File: config.mk
export PLATFORM = sky130hd
export DESIGN_NAME = ucr_request_wake
export DESIGN_NICKNAME = d
export VERILOG_FILES = /design/src/ucr_pkg.sv /design/src/ucr_request_wake.sv /design/src/ucr_write_sync.sv
export SDC_FILE = /design/constraint.sdc
export NUM_CORES = 1
export LEC_CHECK = 0
export BUFFER_PORTS_ARGS = -buffer_cell sky130_fd_sc_hd__buf_2
export CAP_MARGIN = 10
export CORE_UTILIZATION = 40
export DETAILED_ROUTE_END_ITERATION = 7
export PLACE_DENSITY_LB_ADDON = 0.25
export SKIP_LAST_GASP = 1
export SYNTH_ARGS = -nofsm -noshare
export SYNTH_HDL_FRONTEND = slang
export SYNTH_SLANG_ARGS = --single-unit
File: constraint.sdc
create_clock -name clk -period 5.2 [get_ports clk]
set_clock_uncertainty 0.1 [all_clocks]
set_input_delay 0.52 -clock clk [delete_from_list [all_inputs] [get_ports clk]]
set_output_delay 0.52 -clock clk [all_outputs]
set_load 0.02 [all_outputs]
File: src/ucr_pkg.sv
// Shared constants for the serial request, interrupt and wake block
`default_nettype none
package ucr_pkg;
  localparam int ADDR_W = 10;
  localparam int DATA_W = 32;
  localparam int CNT_W = 5;
  localparam int FIFO_DEPTH = 16;
  localparam int SYNC_STAGES = 3;
  // Register indices; byte address is four times the index
  localparam logic [7:0] IDX_CPRI = 8'h00;
  localparam logic [7:0] IDX_CSEC = 8'h04;
  localparam logic [7:0] IDX_BAUD = 8'h0C;
  localparam logic [7:0] IDX_RXPULSE = 8'h0E;
  localparam logic [7:0] IDX_IENCLR = 8'h14;
  localparam logic [7:0] IDX_IENSET = 8'h16;
  localparam logic [7:0] IDX_IFLAGS = 8'h18;
  localparam logic [7:0] IDX_STATUS = 8'h1A;
  localparam logic [7:0] IDX_SYNCPEND = 8'h1C;
  localparam logic [7:0] IDX_FIFOCTL = 8'h20;
  localparam logic [7:0] IDX_DATA = 8'h28;
  localparam logic [7:0] IDX_DBG = 8'h30;
  localparam logic [7:0] IDX_FIFOFREE = 8'h34;
  // control_primary fields
  localparam int CA_SOFTRST = 0;
  localparam int CA_ENABLE = 1;
  localparam int CA_MODE_LSB = 2;
  localparam int CA_RUNSTBY = 7;
  localparam logic [2:0] MODE_EXT_CLK = 3'h0;
  localparam logic [31:0] CPRI_RESET = 32'h0000_0000;
  localparam logic [31:0] CPRI_WMASK = 32'h7FF3_E19F;
  // control_secondary fields
  localparam int CB_TXON = 16;
  localparam int CB_RXON = 17;
  localparam logic [31:0] CSEC_RESET = 32'h0000_0000;
  localparam logic [31:0] CSEC_WMASK = 32'h0003_3747;
  // FIFO control fields
  localparam int FC_ON = 0;
  localparam int FC_RXTHR_LSB = 8;
  localparam int FC_TXTHR_LSB = 16;
  localparam logic [31:0] FIFOCTL_RESET = 32'h0000_0000;
  // Interrupt flag positions
  localparam int IF_TXEMPTY = 0;
  localparam int IF_TXDONE = 1;
  localparam int IF_RXDONE = 2;
  localparam int IF_RXSTART = 3;
  localparam int IF_CTSCHG = 4;
  localparam int IF_BREAK = 5;
  localparam int IF_ERROR = 7;
  localparam logic [7:0] IF_MASK = 8'hBF;
  localparam logic [7:0] IF_RXWAKE = 8'h0C;
  // Status and sync busy fields
  localparam int ST_OVF = 2;
  localparam int ST_CTS = 3;
  localparam int SB_SOFTRST = 0;
  localparam int SB_ENABLE = 1;
  localparam int SB_CSEC = 2;
endpackage
`default_nettype wire

File: src/ucr_request_wake.sv
// Serial port DMA requests, interrupt flags, sleep and wake, write sync
//
// Added by the designer: the APB slave port.
`timescale 1ns/10ps
`default_nettype none
module ucr_request_wake #(
  parameter int DEPTH = ucr_pkg::FIFO_DEPTH,
  parameter int STAGES = ucr_pkg::SYNC_STAGES
) (
  // Clock and reset
  input wire logic clk,
  input wire logic rst,
  input wire logic ce,
  // APB slave
  input wire logic psel,
  input wire logic penable,
  input wire logic pwrite,
  input wire logic [ucr_pkg::ADDR_W-1:0] paddr,
  input wire logic [ucr_pkg::DATA_W-1:0] pwdata,
  output logic [ucr_pkg::DATA_W-1:0] prdata,
  output logic pready,
  output logic pslverr,
  // Datapath status
  input wire logic [ucr_pkg::CNT_W-1:0] rxCount,
  input wire logic [ucr_pkg::CNT_W-1:0] txFree,
  input wire logic [15:0] rxData,
  input wire logic txDoneEv,
  input wire logic rxStartEv,
  input wire logic ctsChangeEv,
  input wire logic ctsLevel,
  input wire logic breakEv,
  input wire logic errorEv,
  input wire logic rxShifterFull,
  input wire logic rxFifoFull,
  input wire logic lastWordAvail,
  input wire logic frameLenDone,
  input wire logic transferBusy,
  // Datapath access
  output logic [15:0] txData,
  output logic dataWrStrobe,
  output logic dataRdStrobe,
  // Core domain controls
  output logic coreSoftReset,
  output logic coreEnable,
  output logic coreRxOn,
  output logic coreTxOn,
  // Sleep and wake
  input wire logic sleepReq,
  output logic coreClkOn,
  output logic rxDropAll,
  output logic wakeReq,
  // Requests
  output logic dmaRxReq,
  output logic dmaTxReq,
  output logic irq
);
  import ucr_pkg::*;

  // Address match against a register index
  function automatic logic hit(input logic [ADDR_W-1:0] a, input logic [7:0] idx);
    hit = (a == {idx, 2'b00});
  endfunction

  logic [31:0] control_primary_q;
  logic [31:0] control_secondary_q;
  logic [31:0] fifoCtl_q;
  logic [15:0] baud_q;
  logic [7:0] rxPulse_q;
  logic dbgStop_q;
  logic [7:0] ienable_q;
  logic [7:0] iflags_q;
  logic buffer_overflow_q;
  logic gated_q;
  logic access;
  logic commit;
  logic wrCommit;
  logic rdCommit;
  logic mapped;
  logic softRst;
  logic [31:0] rdValue;
  logic [7:0] flagSet;
  logic fifoOn;
  logic extClk;
  logic runStby;
  logic rxCond;
  logic txCond;
  logic overflow;
  logic [7:0] wakeMask;
  logic [2:0] syncLoad;
  logic [2:0] syncApply;
  logic [2:0] sync_pending;
  logic [1:0] syncVal [3];

  // APB phases: one wait cycle, then completion
  assign access = psel & penable;
  assign commit = access & pready;
  assign wrCommit = commit & pwrite;
  assign rdCommit = commit & ~pwrite;
  assign fifoOn = fifoCtl_q[FC_ON];
  assign extClk = (control_primary_q[CA_MODE_LSB +: 3] == MODE_EXT_CLK);
  assign runStby = control_primary_q[CA_RUNSTBY];

  // Address decode and read data
  always_comb
  begin
    mapped = 1'b1;
    rdValue = 32'h0000_0000;
    if (hit(paddr, IDX_CPRI))
      rdValue = control_primary_q;
    else if (hit(paddr, IDX_CSEC))
      rdValue = control_secondary_q;
    else if (hit(paddr, IDX_BAUD))
      rdValue = {16'h0000, baud_q};
    else if (hit(paddr, IDX_RXPULSE))
      rdValue = {24'h00_0000, rxPulse_q};
    else if (hit(paddr, IDX_IENCLR) || hit(paddr, IDX_IENSET))
      rdValue = {24'h00_0000, ienable_q};
    else if (hit(paddr, IDX_IFLAGS))
      rdValue = {24'h00_0000, iflags_q};
    else if (hit(paddr, IDX_STATUS))
    begin
      rdValue[ST_OVF] = buffer_overflow_q;
      rdValue[ST_CTS] = ctsLevel;
    end
    else if (hit(paddr, IDX_SYNCPEND))
      rdValue = {29'h0000_0000, sync_pending};
    else if (hit(paddr, IDX_FIFOCTL))
      rdValue = fifoCtl_q;
    else if (hit(paddr, IDX_DATA))
      rdValue = {16'h0000, rxData};
    else if (hit(paddr, IDX_DBG))
      rdValue = {31'h0000_0000, dbgStop_q};
    else if (hit(paddr, IDX_FIFOFREE))
      rdValue = {19'h0_0000, rxCount, 3'h0, txFree};
    else
      mapped = 1'b0;
  end

  // Bus answer; data and error captured in the wait cycle
  always_ff @(posedge clk or posedge rst)
  begin
    if (rst)
    begin
      pready <= 1'b0;
      prdata <= 32'h0000_0000;
      pslverr <= 1'b0;
    end
    else if (ce)
    begin
      pready <= access & ~pready;
      if (access && !pready)
      begin
        prdata <= pwrite ? 32'h0000_0000 : rdValue;
        pslverr <= ~mapped;
      end
    end
  end

  // control writes go through the core crossing
  assign syncLoad[SB_SOFTRST] = wrCommit & hit(paddr, IDX_CPRI);
  assign syncLoad[SB_ENABLE] = wrCommit & hit(paddr, IDX_CPRI);
  assign syncLoad[SB_CSEC] = wrCommit & hit(paddr, IDX_CSEC);

  generate
    for (genvar i = 0; i < 3; i++)
    begin : g_sync
      logic [1:0] loadBits;
      if (i == SB_SOFTRST)
        assign loadBits = {1'b0, pwdata[CA_SOFTRST]};
      else if (i == SB_ENABLE)
        assign loadBits = {1'b0, pwdata[CA_ENABLE]};
      else
        assign loadBits = {pwdata[CB_RXON], pwdata[CB_TXON]};
      ucr_write_sync #(.STAGES(STAGES), .WIDTH(2)) u_sync (
        .clk(clk),
        .rst(rst),
        .ce(ce),
        .load(syncLoad[i]),
        .loadValue(loadBits),
        .applyPulse(syncApply[i]),
        .applyValue(syncVal[i]),
        .busy(sync_pending[i])
      );
    end
  endgenerate

  // Soft reset acts once its write reaches the core
  assign softRst = syncApply[SB_SOFTRST] & syncVal[SB_SOFTRST][0];

  // Control registers as software sees them
  always_ff @(posedge clk or posedge rst)
  begin
    if (rst)
    begin
      control_primary_q <= CPRI_RESET;
      control_secondary_q <= CSEC_RESET;
      fifoCtl_q <= FIFOCTL_RESET;
    end
    else if (ce)
    begin
      if (softRst)
      begin
        control_primary_q <= CPRI_RESET;
        control_secondary_q <= CSEC_RESET;
        fifoCtl_q <= FIFOCTL_RESET;
      end
      else if (wrCommit)
      begin
        if (hit(paddr, IDX_CPRI))
          control_primary_q <= pwdata & CPRI_WMASK;
        else if (hit(paddr, IDX_CSEC))
          control_secondary_q <= pwdata & CSEC_WMASK;
        else if (hit(paddr, IDX_FIFOCTL))
          fifoCtl_q <= pwdata;
      end
    end
  end

  // Plain storage registers
  always_ff @(posedge clk or posedge rst)
  begin
    if (rst)
    begin
      baud_q <= 16'h0000;
      rxPulse_q <= 8'h00;
      dbgStop_q <= 1'b0;
    end
    else if (ce)
    begin
      if (softRst)
      begin
        baud_q <= 16'h0000;
        rxPulse_q <= 8'h00;
        dbgStop_q <= 1'b0;
      end
      else if (wrCommit)
      begin
        if (hit(paddr, IDX_BAUD))
          baud_q <= pwdata[15:0];
        else if (hit(paddr, IDX_RXPULSE))
          rxPulse_q <= pwdata[7:0];
        else if (hit(paddr, IDX_DBG))
          dbgStop_q <= pwdata[0];
      end
    end
  end

  // Core copies updated only when their write lands
  always_ff @(posedge clk or posedge rst)
  begin
    if (rst)
    begin
      coreSoftReset <= 1'b0;
      coreEnable <= 1'b0;
      coreRxOn <= 1'b0;
      coreTxOn <= 1'b0;
    end
    else if (ce)
    begin
      coreSoftReset <= softRst;
      if (softRst)
      begin
        coreEnable <= 1'b0;
        coreRxOn <= 1'b0;
        coreTxOn <= 1'b0;
      end
      else
      begin
        if (syncApply[SB_ENABLE])
          coreEnable <= syncVal[SB_ENABLE][0];
        if (syncApply[SB_CSEC])
        begin
          coreTxOn <= syncVal[SB_CSEC][0];
          coreRxOn <= syncVal[SB_CSEC][1];
        end
      end
    end
  end

  // no-FIFO receive waits on any word
  // FIFO receive waits on threshold fill
  assign rxCond = fifoOn ? (rxCount >= fifoCtl_q[FC_RXTHR_LSB +: CNT_W]) : (rxCount != '0);
  // no-FIFO transmit waits on any free space
  // FIFO transmit waits on threshold free
  assign txCond = fifoOn ? (txFree >= fifoCtl_q[FC_TXTHR_LSB +: CNT_W]) : (txFree != '0);
  assign overflow = fifoOn & rxShifterFull & rxFifoFull;

  // DMA requests dropped by the matching data access
  always_ff @(posedge clk or posedge rst)
  begin
    if (rst)
    begin
      dmaRxReq <= 1'b0;
      dmaTxReq <= 1'b0;
    end
    else if (ce)
    begin
      dmaRxReq <= rxCond & ~(rdCommit & hit(paddr, IDX_DATA)) & ~softRst;
      dmaTxReq <= txCond & ~(wrCommit & hit(paddr, IDX_DATA)) & ~softRst;
    end
  end

  // Data register strobes toward the datapath
  always_ff @(posedge clk or posedge rst)
  begin
    if (rst)
    begin
      dataWrStrobe <= 1'b0;
      dataRdStrobe <= 1'b0;
      txData <= 16'h0000;
    end
    else if (ce)
    begin
      dataWrStrobe <= wrCommit & hit(paddr, IDX_DATA);
      dataRdStrobe <= rdCommit & hit(paddr, IDX_DATA);
      if (wrCommit && hit(paddr, IDX_DATA))
        txData <= pwdata[15:0];
    end
  end

  always_comb
  begin
    flagSet = 8'h00;
    flagSet[IF_TXEMPTY] = txCond;
    flagSet[IF_RXDONE] = rxCond | (fifoOn & lastWordAvail & frameLenDone);
    flagSet[IF_TXDONE] = txDoneEv & (~fifoOn | (txFree == CNT_W'(DEPTH)));
    flagSet[IF_RXSTART] = rxStartEv;
    flagSet[IF_CTSCHG] = ctsChangeEv;
    flagSet[IF_BREAK] = breakEv;
    flagSet[IF_ERROR] = errorEv | overflow;
  end

  always_ff @(posedge clk or posedge rst)
  begin
    if (rst)
      iflags_q <= 8'h00;
    else if (ce)
    begin
      if (softRst)
        iflags_q <= 8'h00;
      else if (wrCommit && hit(paddr, IDX_IFLAGS))
        iflags_q <= ((iflags_q & ~pwdata[7:0]) | flagSet) & IF_MASK;
      else
        iflags_q <= (iflags_q | flagSet) & IF_MASK;
    end
  end

  // sticky overflow, cleared by writing one
  always_ff @(posedge clk or posedge rst)
  begin
    if (rst)
      buffer_overflow_q <= 1'b0;
    else if (ce)
    begin
      if (softRst)
        buffer_overflow_q <= 1'b0;
      else if (overflow)
        buffer_overflow_q <= 1'b1;
      else if (wrCommit && hit(paddr, IDX_STATUS) && pwdata[ST_OVF])
        buffer_overflow_q <= 1'b0;
    end
  end

  // enable set and clear by ones
  always_ff @(posedge clk or posedge rst)
  begin
    if (rst)
      ienable_q <= 8'h00;
    else if (ce)
    begin
      if (softRst)
        ienable_q <= 8'h00;
      else if (wrCommit && hit(paddr, IDX_IENSET))
        ienable_q <= (ienable_q | pwdata[7:0]) & IF_MASK;
      else if (wrCommit && hit(paddr, IDX_IENCLR))
        ienable_q <= ienable_q & ~pwdata[7:0];
    end
  end

  // interrupt while any enabled flag stands
  // level output needs no bus cycle to hold
  always_ff @(posedge clk or posedge rst)
  begin
    if (rst)
      irq <= 1'b0;
    else if (ce)
      irq <= |(iflags_q & ienable_q);
  end

  // Which flags may wake the system in sleep
  always_comb
  begin
    wakeMask = IF_MASK;
    if (sleepReq)
    begin
      // internal clock in standby, all wake
      if (!extClk && runStby)
        wakeMask = IF_MASK;
      // external clock in standby, rx only
      else if (extClk && runStby)
        wakeMask = IF_RXWAKE;
      // internal clock gated, rx still wakes
      else if (!extClk)
        wakeMask = IF_RXWAKE;
      else
        wakeMask = 8'h00;
    end
  end

  // gate only once the transfer is over
  // disconnect after the transfer, and drop in the same cycle with external clock only
  always_ff @(posedge clk or posedge rst)
  begin
    if (rst)
      gated_q <= 1'b0;
    else if (ce)
    begin
      if (!sleepReq || runStby)
        gated_q <= 1'b0;
      else if (!transferBusy)
        gated_q <= 1'b1;
    end
  end

  // Sleep and wake outputs
  always_ff @(posedge clk or posedge rst)
  begin
    if (rst)
    begin
      coreClkOn <= 1'b1;
      rxDropAll <= 1'b0;
      wakeReq <= 1'b0;
    end
    else if (ce)
    begin
      coreClkOn <= ~gated_q;
      rxDropAll <= gated_q & extClk;
      wakeReq <= sleepReq & |(iflags_q & ienable_q & wakeMask);
    end
  end

  // only event inputs exist on this block, no event outputs
endmodule
`default_nettype wire

File: src/ucr_write_sync.sv
// Carries one control write across into the core domain with a busy flag
`timescale 1ns/10ps
`default_nettype none
module ucr_write_sync #(
  parameter int STAGES = ucr_pkg::SYNC_STAGES,
  parameter int WIDTH = 1
) (
  // Clock and reset
  input wire logic clk,
  input wire logic rst,
  input wire logic ce,
  // Bus side
  input wire logic load,
  input wire logic [WIDTH-1:0] loadValue,
  // Core side
  output logic applyPulse,
  output logic [WIDTH-1:0] applyValue,
  output logic busy
);
  import ucr_pkg::*;

  logic [STAGES-1:0] pipe_q;

  // Travel delay; a new write restarts the trip
  always_ff @(posedge clk or posedge rst)
  begin
    if (rst)
      pipe_q <= '0;
    else if (ce)
      pipe_q <= load ? {{(STAGES-1){1'b0}}, 1'b1} : {pipe_q[STAGES-2:0], 1'b0};
  end

  // Value held for the core while in flight
  always_ff @(posedge clk or posedge rst)
  begin
    if (rst)
      applyValue <= '0;
    else if (ce && load)
      applyValue <= loadValue;
  end

  // Apply strobe at the end of the trip
  always_ff @(posedge clk or posedge rst)
  begin
    if (rst)
      applyPulse <= 1'b0;
    else if (ce)
      applyPulse <= pipe_q[STAGES-1] & ~load;
  end

  always_ff @(posedge clk or posedge rst)
  begin
    if (rst)
      busy <= 1'b0;
    else if (ce)
    begin
      if (load)
        busy <= 1'b1;
      else if (applyPulse)
        busy <= 1'b0;
    end
  end
endmodule
`default_nettype wire
======== Yosys cells after proc, flatten, opt, wreduce, memory -nomap -nowiden ========
Cells that the tools add are included.
Widths: inputs -> output; s select.
word-level totals
  input port bits ......................... 86
  output and inout bits ................... 62
  word-level logic and storage cells ...... 237
  memory bits (writable) .................. 0
  memory bits (read-only) ................. 0
  memories kept ........................... 0
  bits in latches ......................... 0
  flip-flop bits (word level) ............. 220
cells by class
  shift-type cells ........................ 0
  bitwise gates (word level) .............. 45
  divide/modulo/power cells ............... 0
  add/subtract/negate cells ............... 0
  $lt $le $gt $ge ......................... 2
  muxes and demuxes ....................... 82
  multiply operators ...................... 0
  eq/ne operators ......................... 18
  reductions and logical operators ........ 52
operators by type and width
  cell                 count
  $mux 32              23
  $mux 8               11
  $eq 10x7->1 const B  5
  $mux 16              3
  $eq 10x8->1 const B  4
  $mux 1               36
  $and 8x8->8          4
  $mux 28              1
  $and 1x1->1          24
  $or 8x8->8           3
  $reduce_bool 2->1    12
  $eq 10x6->1 const B  2
  $reduce_and 2->1     10
  $reduce_or 8->1      2
  $mux 13              1
  $logic_and 1x1->1    11
  $eq 10x5->1 const B  1
  $ge 5x5->1           2
  $logic_not 10->1     1
  $not 1->1            10
  $reduce_and 5->1     2
  $reduce_bool 5->1    2
  $mux 3               3
  $mux 4               2
  other kinds (12)     24

======== Logic depth before layout (Yosys ltp) ========
Gate-level depths: netlist of run 1.
  word-level depth ........................ 14
  gate-level depth with buffers ........... 8

======== Hierarchy ========
Synthesis of run 1 repeated with hierarchy kept, for this count alone.
unflattened totals
  cells, all modules ...................... 839
  area total of the unflattened synthesis .. 9198.8 sq um
modules (own cells, without submodules)
  module            times used  cells each  area an instance (sq um)  seq. area each (sq um)
  ucr_request_wake  1           779         8369.3                    4255.3
  ucr_write_sync    3           20          276.5                     175.2

======== Worst setup path before layout of run 1 ========
Ideal clock, no wire load.
  path kind ............................... input -> register
  start point ............................. input paddr[5] (netlist bit)
  end point ............................... register control_primary_q[0]
  data arrival time ....................... 2158 ps
  setup time .............................. 121 ps
  buffers on the path ..................... 3
  cell stages on the path ................. 8
  path slack .............................. 2820 ps
  data required time ...................... 4979 ps
  cell sequence ........................... buf_6 -> or4_1 -> buf_6 -> nor4_4 -> a21oi_4 -> buf_6 -> nand2_1 -> o21ai_2
on the way
  longest elaborated chain between the ends .. 3
RTL lines
  element                             RTL line                 source
  start, declared                     ucr_request_wake.sv:18   input wire logic [ucr_pkg::ADDR_W-1:0] paddr,
  $logic_not 10->1                    ucr_request_wake.sv:61   hit = (a == {idx, 2'b00});
  $reduce_bool 2->1 (no source line)  -
  $reduce_and 3->1 (no source line)   -
  end signal, assigned                ucr_request_wake.sv:210  control_primary_q <= pwdata & CPRI_WMASK;
  end, declared                       ucr_request_wake.sv:64   logic [31:0] control_primary_q;
No other way between the ends.
A chain may end at the register's enable or synchronous reset.

======== Worst setup path in the final report of run 1 ========
  start point ............................. input paddr[4] (netlist bit)
  end point ............................... register txData[7]
on the way
  longest elaborated chain between the ends .. 3
RTL lines
  element                            RTL line                 source
  $eq 10x8->1                        ucr_request_wake.sv:61
  $logic_and 1x1->1                  ucr_request_wake.sv:316  if (wrCommit && hit(paddr, IDX_DATA))
  $reduce_and 2->1 (no source line)  -
  end signal, assigned               ucr_request_wake.sv:317  txData <= pwdata[15:0];
  end, declared                      ucr_request_wake.sv:39   output logic [15:0] txData,
No other way between the ends.

==> results by group, run 1 <==
Run status
  – Status: completed

Route
  – Total number of vias: a little over 7000
  – DR vias/cell: 5.62
  – Final wirelength: about 26 mm
  – Post-route ant nets: 0
  – 1st-pass router iterations: 5
  – Initial DRC count: between 600 and 700
  – WL per Instance: around 20 um
  – DR DRC count: 0

STA
  – Final setup viols: 0
  – Min cycle time layout: about 2.9 ns
  – Total Neg Setup Slack: 0 ns
  – Slew Limit Fails: 0
  – Rel. slew slack: 28.6%
  – Worst-margin pin slew: between 1 and 1.5 ns
  – FMAX: around 0.35 GHz
  – Min Hold Slack: between 0.15 and 0.2 ns
  – Final Hold Fails: 0
  – Worst Slack Setup Final: 2.32 ns
  – Final period util: a little under three fifths
  – RSZ-0062 raised after global routing: no

Floorplanning
  – Die height: 150 um
  – Core footprint: 0.0212 mm2
  – Io pins: ~150
  – Die W: approximately 150 um
  – Rows: 53
  – DIE AREA: ~0.022 mm2
  – Initial Util: 41.1%

Worst setup path
  – FF-to-FF End: ienable_q[5]$_DFFE_PP0P_
  – CP arrival: slightly above 3 ns
  – CP Launch Point: paddr[4]
  – R2R Setup Slk: ~2.4 ns
  – Reg2Reg Launch Point: g_sync[0].u_sync.applyPulse$_DFFE_PP0P_
  – Data required, critical path: ~5.4 ns
  – Slowest library cell on the worst path: and3_1
  – Worst Reg2Reg Path Length in Cells: 4
  – Kind of critical path: input port to flop
  – Critical path fanouts, max: 18
  – Worst-path cell chain: buf_2, nor4b_2, and3_1, nand2_2, mux2_2
  – Crit path launch type: input port
  – Slowest cell delay on critical path: roughly 0.75 ns
  – CP Capture Type: flop

Synth
  – Post-synthesis cell area: around 0.0087 mm2
  – Ys flop type: dfrtp_1
  – Ys Warns: 0
  – Post-Syn Instances: between 800 and 900
  – FF+latch count, synth: about 180
  – Syn Area/Cell: 9.90 um2
  – Cell variety after synth: 69
  – Async SR Flop Fraction: between 90% and 100%
  – Syn Nets: between 900 and 1000
  – Number of synthesized flops with an enable pin: 0
  – Register area share after synthesis: 52.8%

Clock tree
  – CTS root buffer: clkbuf_16
  – CTS tree: done
  – Sink Count: 184
  – Clk Latency, worst-skew pair: 0.44 ns
  – Worst-path clk slew: roughly 0.07 ns
  – Max clock buf depth: 2
  – # resized after CTS: 0
  – H-tree Lvls: 4
  – Post-CTS Hold Fix Bufs: 0
  – Total CTS buffers: 17
  – Setup repair bufs after CTS: 0

Placed design
  – Pre-CTS setup slack: between 1.5 and 2 ns
  – Gpl congestion: between 0.8 and 0.9
  – # placed instances: approximately 1300
  – # port buffers: ~150
  – Post-DP HPWL: about 18 mm

Flow run
  – Max-cap violations: 0

Power and ir drop
  – Lkg Pwr: about 0.005 uW
  – Peak supply drop: about 220 uV
  – Pwr Total: between 2000 and 3000 uW
  – P per Cell Area: 286 mW/mm2

Finish
  – Share of layout cells above drive strength 1: around 25%
  – Non-filler instance count after layout: around 1300
  – Antenna fix cells: 0
  – Synth-to-layout area growth: 17.8%
  – # fillers: around 2100
  – Final nets: about 1100

Global route
  – Initial antenna violation count: 0
  – Remaining global-route overflow: 0
  – First-pass GRT wire length: 40.5 mm
  – Vias in the first global route: ~7100
  – Largest net degree at the start of global routing: roughly 190
  – Gr usage total: about 24%

Worst hold path
  – Class of the worst hold path: input port to flop
  – Hold Crit Depth: 3
  – Hold endpoint: iflags_q[5]$_DFFE_PP0P_
  – Min-Delay Startpoint: breakEv
## layout make-up
class / instances / area [um2] / area share [%]
Sequential cell: 184 / 4610 / 44.9
Multi-Input combinational cell: 610 / 3750 / 36.5
Timing Repair Buffer: 160 / 846 / 8.24
Clock buffer: 17 / 425 / 4.14
Tap cell: 275 / 344 / 3.35
Clock inverter: 15 / 163 / 1.58
Inverter: 35 / 135 / 1.32
## sequential cells by signal, summed over array words and instances (netlist names), 2 cells and up
register,flops
baud_q,16
prdata,32
g_sync.u_sync.busy,2
g_sync.u_sync.pipe_q,6
control_primary_q,23
fifoCtl_q,32
g_sync.u_sync.applyValue,4
txData,16
iflags_q,7
g_sync.u_sync.applyPulse,2
control_secondary_q,11
ienable_q,8
rxPulse_q,8
## stage by stage
stage | util (%) | area, um2
2_1_floorplan | - | 8720
5_1_grt | 48.4 | 10300
3_3_place_gp | 45.6 | 9680
3_5_place_dp | 45.6 | 9680
4_1_cts | 48.4 | 10300
6_report | 48.4 | 10300
## synth_stat cells, types with 4 or more instances
master / number / share of area, %
o21ai_1: 8 / 0.46
ha_1: 10 / 1.4
a222oi_1: 4 / 0.46
clkbuf_1: 35 / 1.5
nor2b_1: 6 / 0.43
o211ai_1: 4 / 0.34
a211oi_1: 5 / 0.43
a221oi_1: 8 / 0.80
a21o_1: 9 / 0.77
buf_2: 10 / 0.57
nor3_1: 7 / 0.40
nand2b_1: 8 / 0.57
nand2_1: 182 / 7.8
a21oi_1: 31 / 1.8
mux2_2: 21 / 2.7
buf_6: 6 / 0.77
o21ai_0: 102 / 5.9
dfrtp_1: 183 / 53
a31oi_1: 4 / 0.29
inv_1: 35 / 1.5
a22oi_1: 22 / 1.9
a31o_2: 8 / 0.80
nand3_1: 18 / 1.0
a32o_1: 4 / 0.46
or4_1: 5 / 0.43
nor2_1: 21 / 0.90
o21ai_2: 17 / 1.7
and3_1: 9 / 0.65
nand4_1: 7 / 0.50
mux2i_1: 19 / 2.2
o221ai_1: 6 / 0.60
a22o_1: 11 / 1.1
## report_power, final
group / internal, uW / switching (uW)
Clock: 643 / 644
Combinational: 59.4 / 135
Sequential: 1440 / 7.98
## kinds of logic after synthesis
logic type               after synthesis  synth area share (%)
AND/OR/NAND/NOR                      287                  15.6
flip-flops                           184                  52.8
multiplexers                          40                  4.89
adder cells (fa/ha/maj)               11                  1.55
AO/OA/AOI/OAI                        271                  20.6
XOR/XNOR                               1                 0.100
buffers and inverters                 87                  4.41
## critical path, delay by kind of cell
kind	cells	cell delay [ns]
buf+inv	1	0.22
mux	1	0.42
simple gates	3	1.93
## cells in the final DEF, fill, tap and decap left out, types with 4 or more instances in the layout
cell type and instances:
o221ai_1 6, mux2i_1 19, nand2_1 182, and3_1 9, o21ai_0 102, nor3_1 7, a211oi_1 5, mux2_2 21
a22o_1 11, nand2b_1 8, a32o_1 4, clkinv_4 5, a22oi_1 22, o21ai_1 7, a21oi_1 30, a31o_2 8
buf_2 147, a222oi_1 4, o211ai_1 4, nor2_1 21, inv_8 4, dfrtp_1 183, clkbuf_16 17, o21ai_2 17
inv_1 34, nor2b_1 6, ha_1 10, a31oi_1 4, a221oi_1 8, a21o_1 9, nand3_1 18, or4_1 5
nand4_1 7, buf_4 12
## metal layers
| metal | up-vias | GRT usage, % | wire length [um] |
|---|---|---|---|
| met1 | 3533 | 33.9 | 11400 |
| met5 | - | 0 | 0 |
| met2 | 285 | 37.2 | 11900 |
| li1 | 3424 | - | - |
| met3 | 36 | 4.51 | 1850 |
| met4 | 0 | 8.16 | 587 |
## worst max path at each step
stage | to | slack [ns] | cells past startpoint
floorplan | baud_q[0]$_DFFE_PP0P_ | 2.22 | 1
detailed placement | txData[7]$_DFFE_PP0P_ | 1.92 | 5
CTS | txData[7]$_DFFE_PP0P_ | 2.40 | 5
global route | txData[5]$_DFFE_PP0P_ | 2.22 | 5
global placement | prdata[3]$_DFFE_PP0P_ | 1.96 | 6
finish | txData[7]$_DFFE_PP0P_ | 2.32 | 5
No activity file was read; power rests on OpenSTA's default activity.
==> run 2: changes to the inputs <==
==> constraint.sdc (replaced) <==
create_clock -name clk -period 2.8 [get_ports clk]
set_clock_uncertainty 0.1 [all_clocks]
set_input_delay 0.28 -clock clk [delete_from_list [all_inputs] [get_ports clk]]
set_output_delay 0.28 -clock clk [all_outputs]
set_load 0.02 [all_outputs]
==> results by group, run 2 (synthesis results as in run 1) <==
STA
  – RSZ-0062 raised after global routing: no
  – Final period util: about three quarters
  – Final setup viols: 0 (unchanged)
  – Slew Limit Fails: 0 (unchanged)
  – Final Hold Fails: 0 (unchanged)
  – Rel. slew slack: 47.3% (+19 points)
  – Min cycle time layout: 2.15 ns
  – FMAX: between 0.4 and 0.5 GHz
  – Worst Slack Setup Final: 0.645 ns (-1.68 ns)
  – Total Neg Setup Slack: 0 ns (unchanged)
  – Worst-margin pin slew: 0.790 ns (-0.276 ns)

Floorplanning
  – Rows: 53 (unchanged)
  – DIE AREA: 0.0224 mm2 (unchanged)
  – Core footprint: 0.0212 mm2 (unchanged)
  – Die W: 150 um (unchanged)
  – Die height: 150 um (unchanged)
  – Initial Util: 41.1% (unchanged)
  – Io pins: 148 (unchanged)

Finish
  – Synth-to-layout area growth: 23.0%
  – Commonest non-fill, non-tap cell in the layout: dfrtp_1
  – Antenna fix cells: 0 (unchanged)
  – Final Util: 50.5% (+2.1 points)
  – Final nets: 1152 (+4.3%)
  – Most frequent cells in the layout: 183 x dfrtp_1, 182 x nand2_1, 147 x buf_2
  – Top flop regs: fifoCtl_q x32, prdata x32, control_primary_q x23
  – Share of layout cells above drive strength 1: 26.2% (+1.2 points)

Worst setup path
  – CP top delay family: simple AND/OR/NAND/NOR gates
  – Slowest library cell on the worst path: or4_1
  – R2R Setup Slk: 0.65 ns (-1.78 ns)
  – Worst-path cell chain: buf_2, or4_1, nor3_4, and3_1, a22o_1
  – Critical path fanouts, max: 11 (-7)
  – CP arrival: 2.43 ns (-0.67 ns)
  – CP Capture Type: flop
  – Kind of critical path: input port to flop
  – Buffers plus inverters on the worst setup path: 1 (unchanged)
  – Crit path launch type: input port
  – Slowest cell delay on critical path: 0.71 ns (-0.04 ns)
  – Data required, critical path: 3.07 ns (-2.35 ns)

Placed design
  – Pre-CTS setup slack: 0.197 ns (-1.72 ns)
  – Post-DP HPWL: 18.8 mm (+4.7%)
  – Gpl congestion: 0.888 (-0.53%)
  – # port buffers: 147 (unchanged)

Global route
  – M3 GR Usage: 4.27% (-0.24 points)
  – Met1 GRT Util: 34.8% (+0.89 points)
  – Vias in the first global route: 7180 (+1.7%)
  – Gr usage total: 24.3% (+0.21 points)
  – Remaining global-route overflow: 0 (unchanged)
  – GRT met2 Usage: 36.9% (-0.39 points)
  – Largest net degree at the start of global routing: 77 (-58%)
  – Initial antenna violation count: 0 (unchanged)
  – GRT busiest layer: met2
  – First-pass GRT wire length: 40.8 mm (+0.70%)

Power and ir drop
  – Clock power frac: 44.7% (+0.8 points)
  – Peak supply drop: 383 uV (+71%)
  – Lkg Pwr: 0.00525 uW (+4.7%)
  – Switching Fraction: 25.4% (-1.5 points)
  – Seq pwr share: 48.2% (-1.3 points)
  – Comb pwr share: 7.2% (+0.6 points)
  – Sw power: 1420 uW (+80%)
  – P per Cell Area: 522 mW/mm2 (+83%)
  – Power Internal: 4180 uW (+95%)

Route
  – WL per Instance: 19.5 um (-1.9%)
  – DR DRC count: 0 (unchanged)
  – Total number of vias: 7533 (+3.5%)
  – Final wirelength: 26.2 mm (+1.7%)
  – DR vias/cell: 5.60 (-0.19%)
  – Initial DRC count: 628 (+1.9%)
  – 1st-pass router iterations: 5 (unchanged)
  – Post-route ant nets: 0 (unchanged)

Run status
  – Status: completed

Flow run
  – Max-cap violations: 0 (unchanged)

Clock tree
  – CTS tree: done
  – Max clock buf depth: 2 (unchanged)
  – # resized after CTS: 0 (unchanged)
  – Setup repair bufs after CTS: 0 (unchanged)
  – Sink Count: 184 (unchanged)
  – Worst-path clk slew: 0.07 ns (about the same)
  – Clk Latency, worst-skew pair: 0.44 ns (about the same)
  – Total CTS buffers: 17 (unchanged)
  – CTS root buffer: clkbuf_16
  – H-tree Lvls: 4 (unchanged)

Worst hold path
  – Class of the worst hold path: input port to flop
run 2: changes by cell type in the layout (fill, tap and decap cells not counted), sizes merged:
cell	before	now
clkinvlp	2	3
clkinv	8	5
bufinv	0	2
buf	160	185
dlygate4sd3	0	23
run 2: layer usage:
layer	wire length, um	share of wire [%]
met5	0	0
met4	552	2.1
met3	1490	5.7
met2	12000	46
met1	12200	47
run 2: per-stage QoR:
| stage | total power [uW] | instance area, um2 | instances | hold WS, ns |
|---|---|---|---|---|
| after global placement | 3120 | 9880 | 1289 | 0.256 |
| after floorplan | 2930 | 8720 | 881 | 0.285 |
| after global routing | 5780 | 10700 | 1344 | 0.0123 |
| final | 5600 | 10700 | 1344 | 0.0232 |
| after detailed placement | 3120 | 9880 | 1289 | 0.248 |
| after CTS | 5650 | 10700 | 1344 | 0.00306 |
run 2: power groups by stage:
stage          Combinational [uW]  Clock [uW]  Sequential [uW]
4_1_cts                       401        2550             2690
2_1_floorplan                 171           0             2760
3_3_place_gp                  373           0             2750
3_5_place_dp                  374           0             2750
6_report                      400        2500             2690
5_1_grt                       440        2640             2700
run 2: tightest hold or removal path, cell delays in order:
cell and delay (ns):
buf_2 0.09, nand2_1 0.09, o21ai_2 0.06
run 2: worst paths after layout:
path	start	end	cells past startpoint
setup / recovery	paddr[5]	prdata[31]$_DFFE_PP0P_	5
hold / removal	pwdata[29]	control_primary_q[29]$_DFFE_PP0P_	3
setup reg to reg	pready$_DFFE_PP0P_	prdata[7]$_DFFE_PP0P_	6
hold reg to reg	fifoCtl_q[21]$_DFFE_PP0P_	prdata[21]$_DFFE_PP0P_	2
max in group asynchronous	rst	ienable_q[6]$_DFFE_PP0P_	4
min in group asynchronous	rst	control_primary_q[24]$_DFFE_PP0P_	3
run 2: timing repair:
item / 4_1_cts / 5_1_grt
hold endpoints to repair: 40 / 0
endpoints found under the setup margin: 0 / 0
hold buffers: 23 / 0
run 2: area by class of cell:
| type | instances | area [um2] |
|---|---|---|
| fill | 1980 | 10500 |
| tap | 275 | 344 |
| inverter | 35 | 135 |
| multi-input combinational | 610 | 3750 |
| sequential | 184 | 4610 |
| clock buffer | 17 | 425 |
| timing repair buffer | 208 | 1280 |
| clock inverter | 15 | 186 |
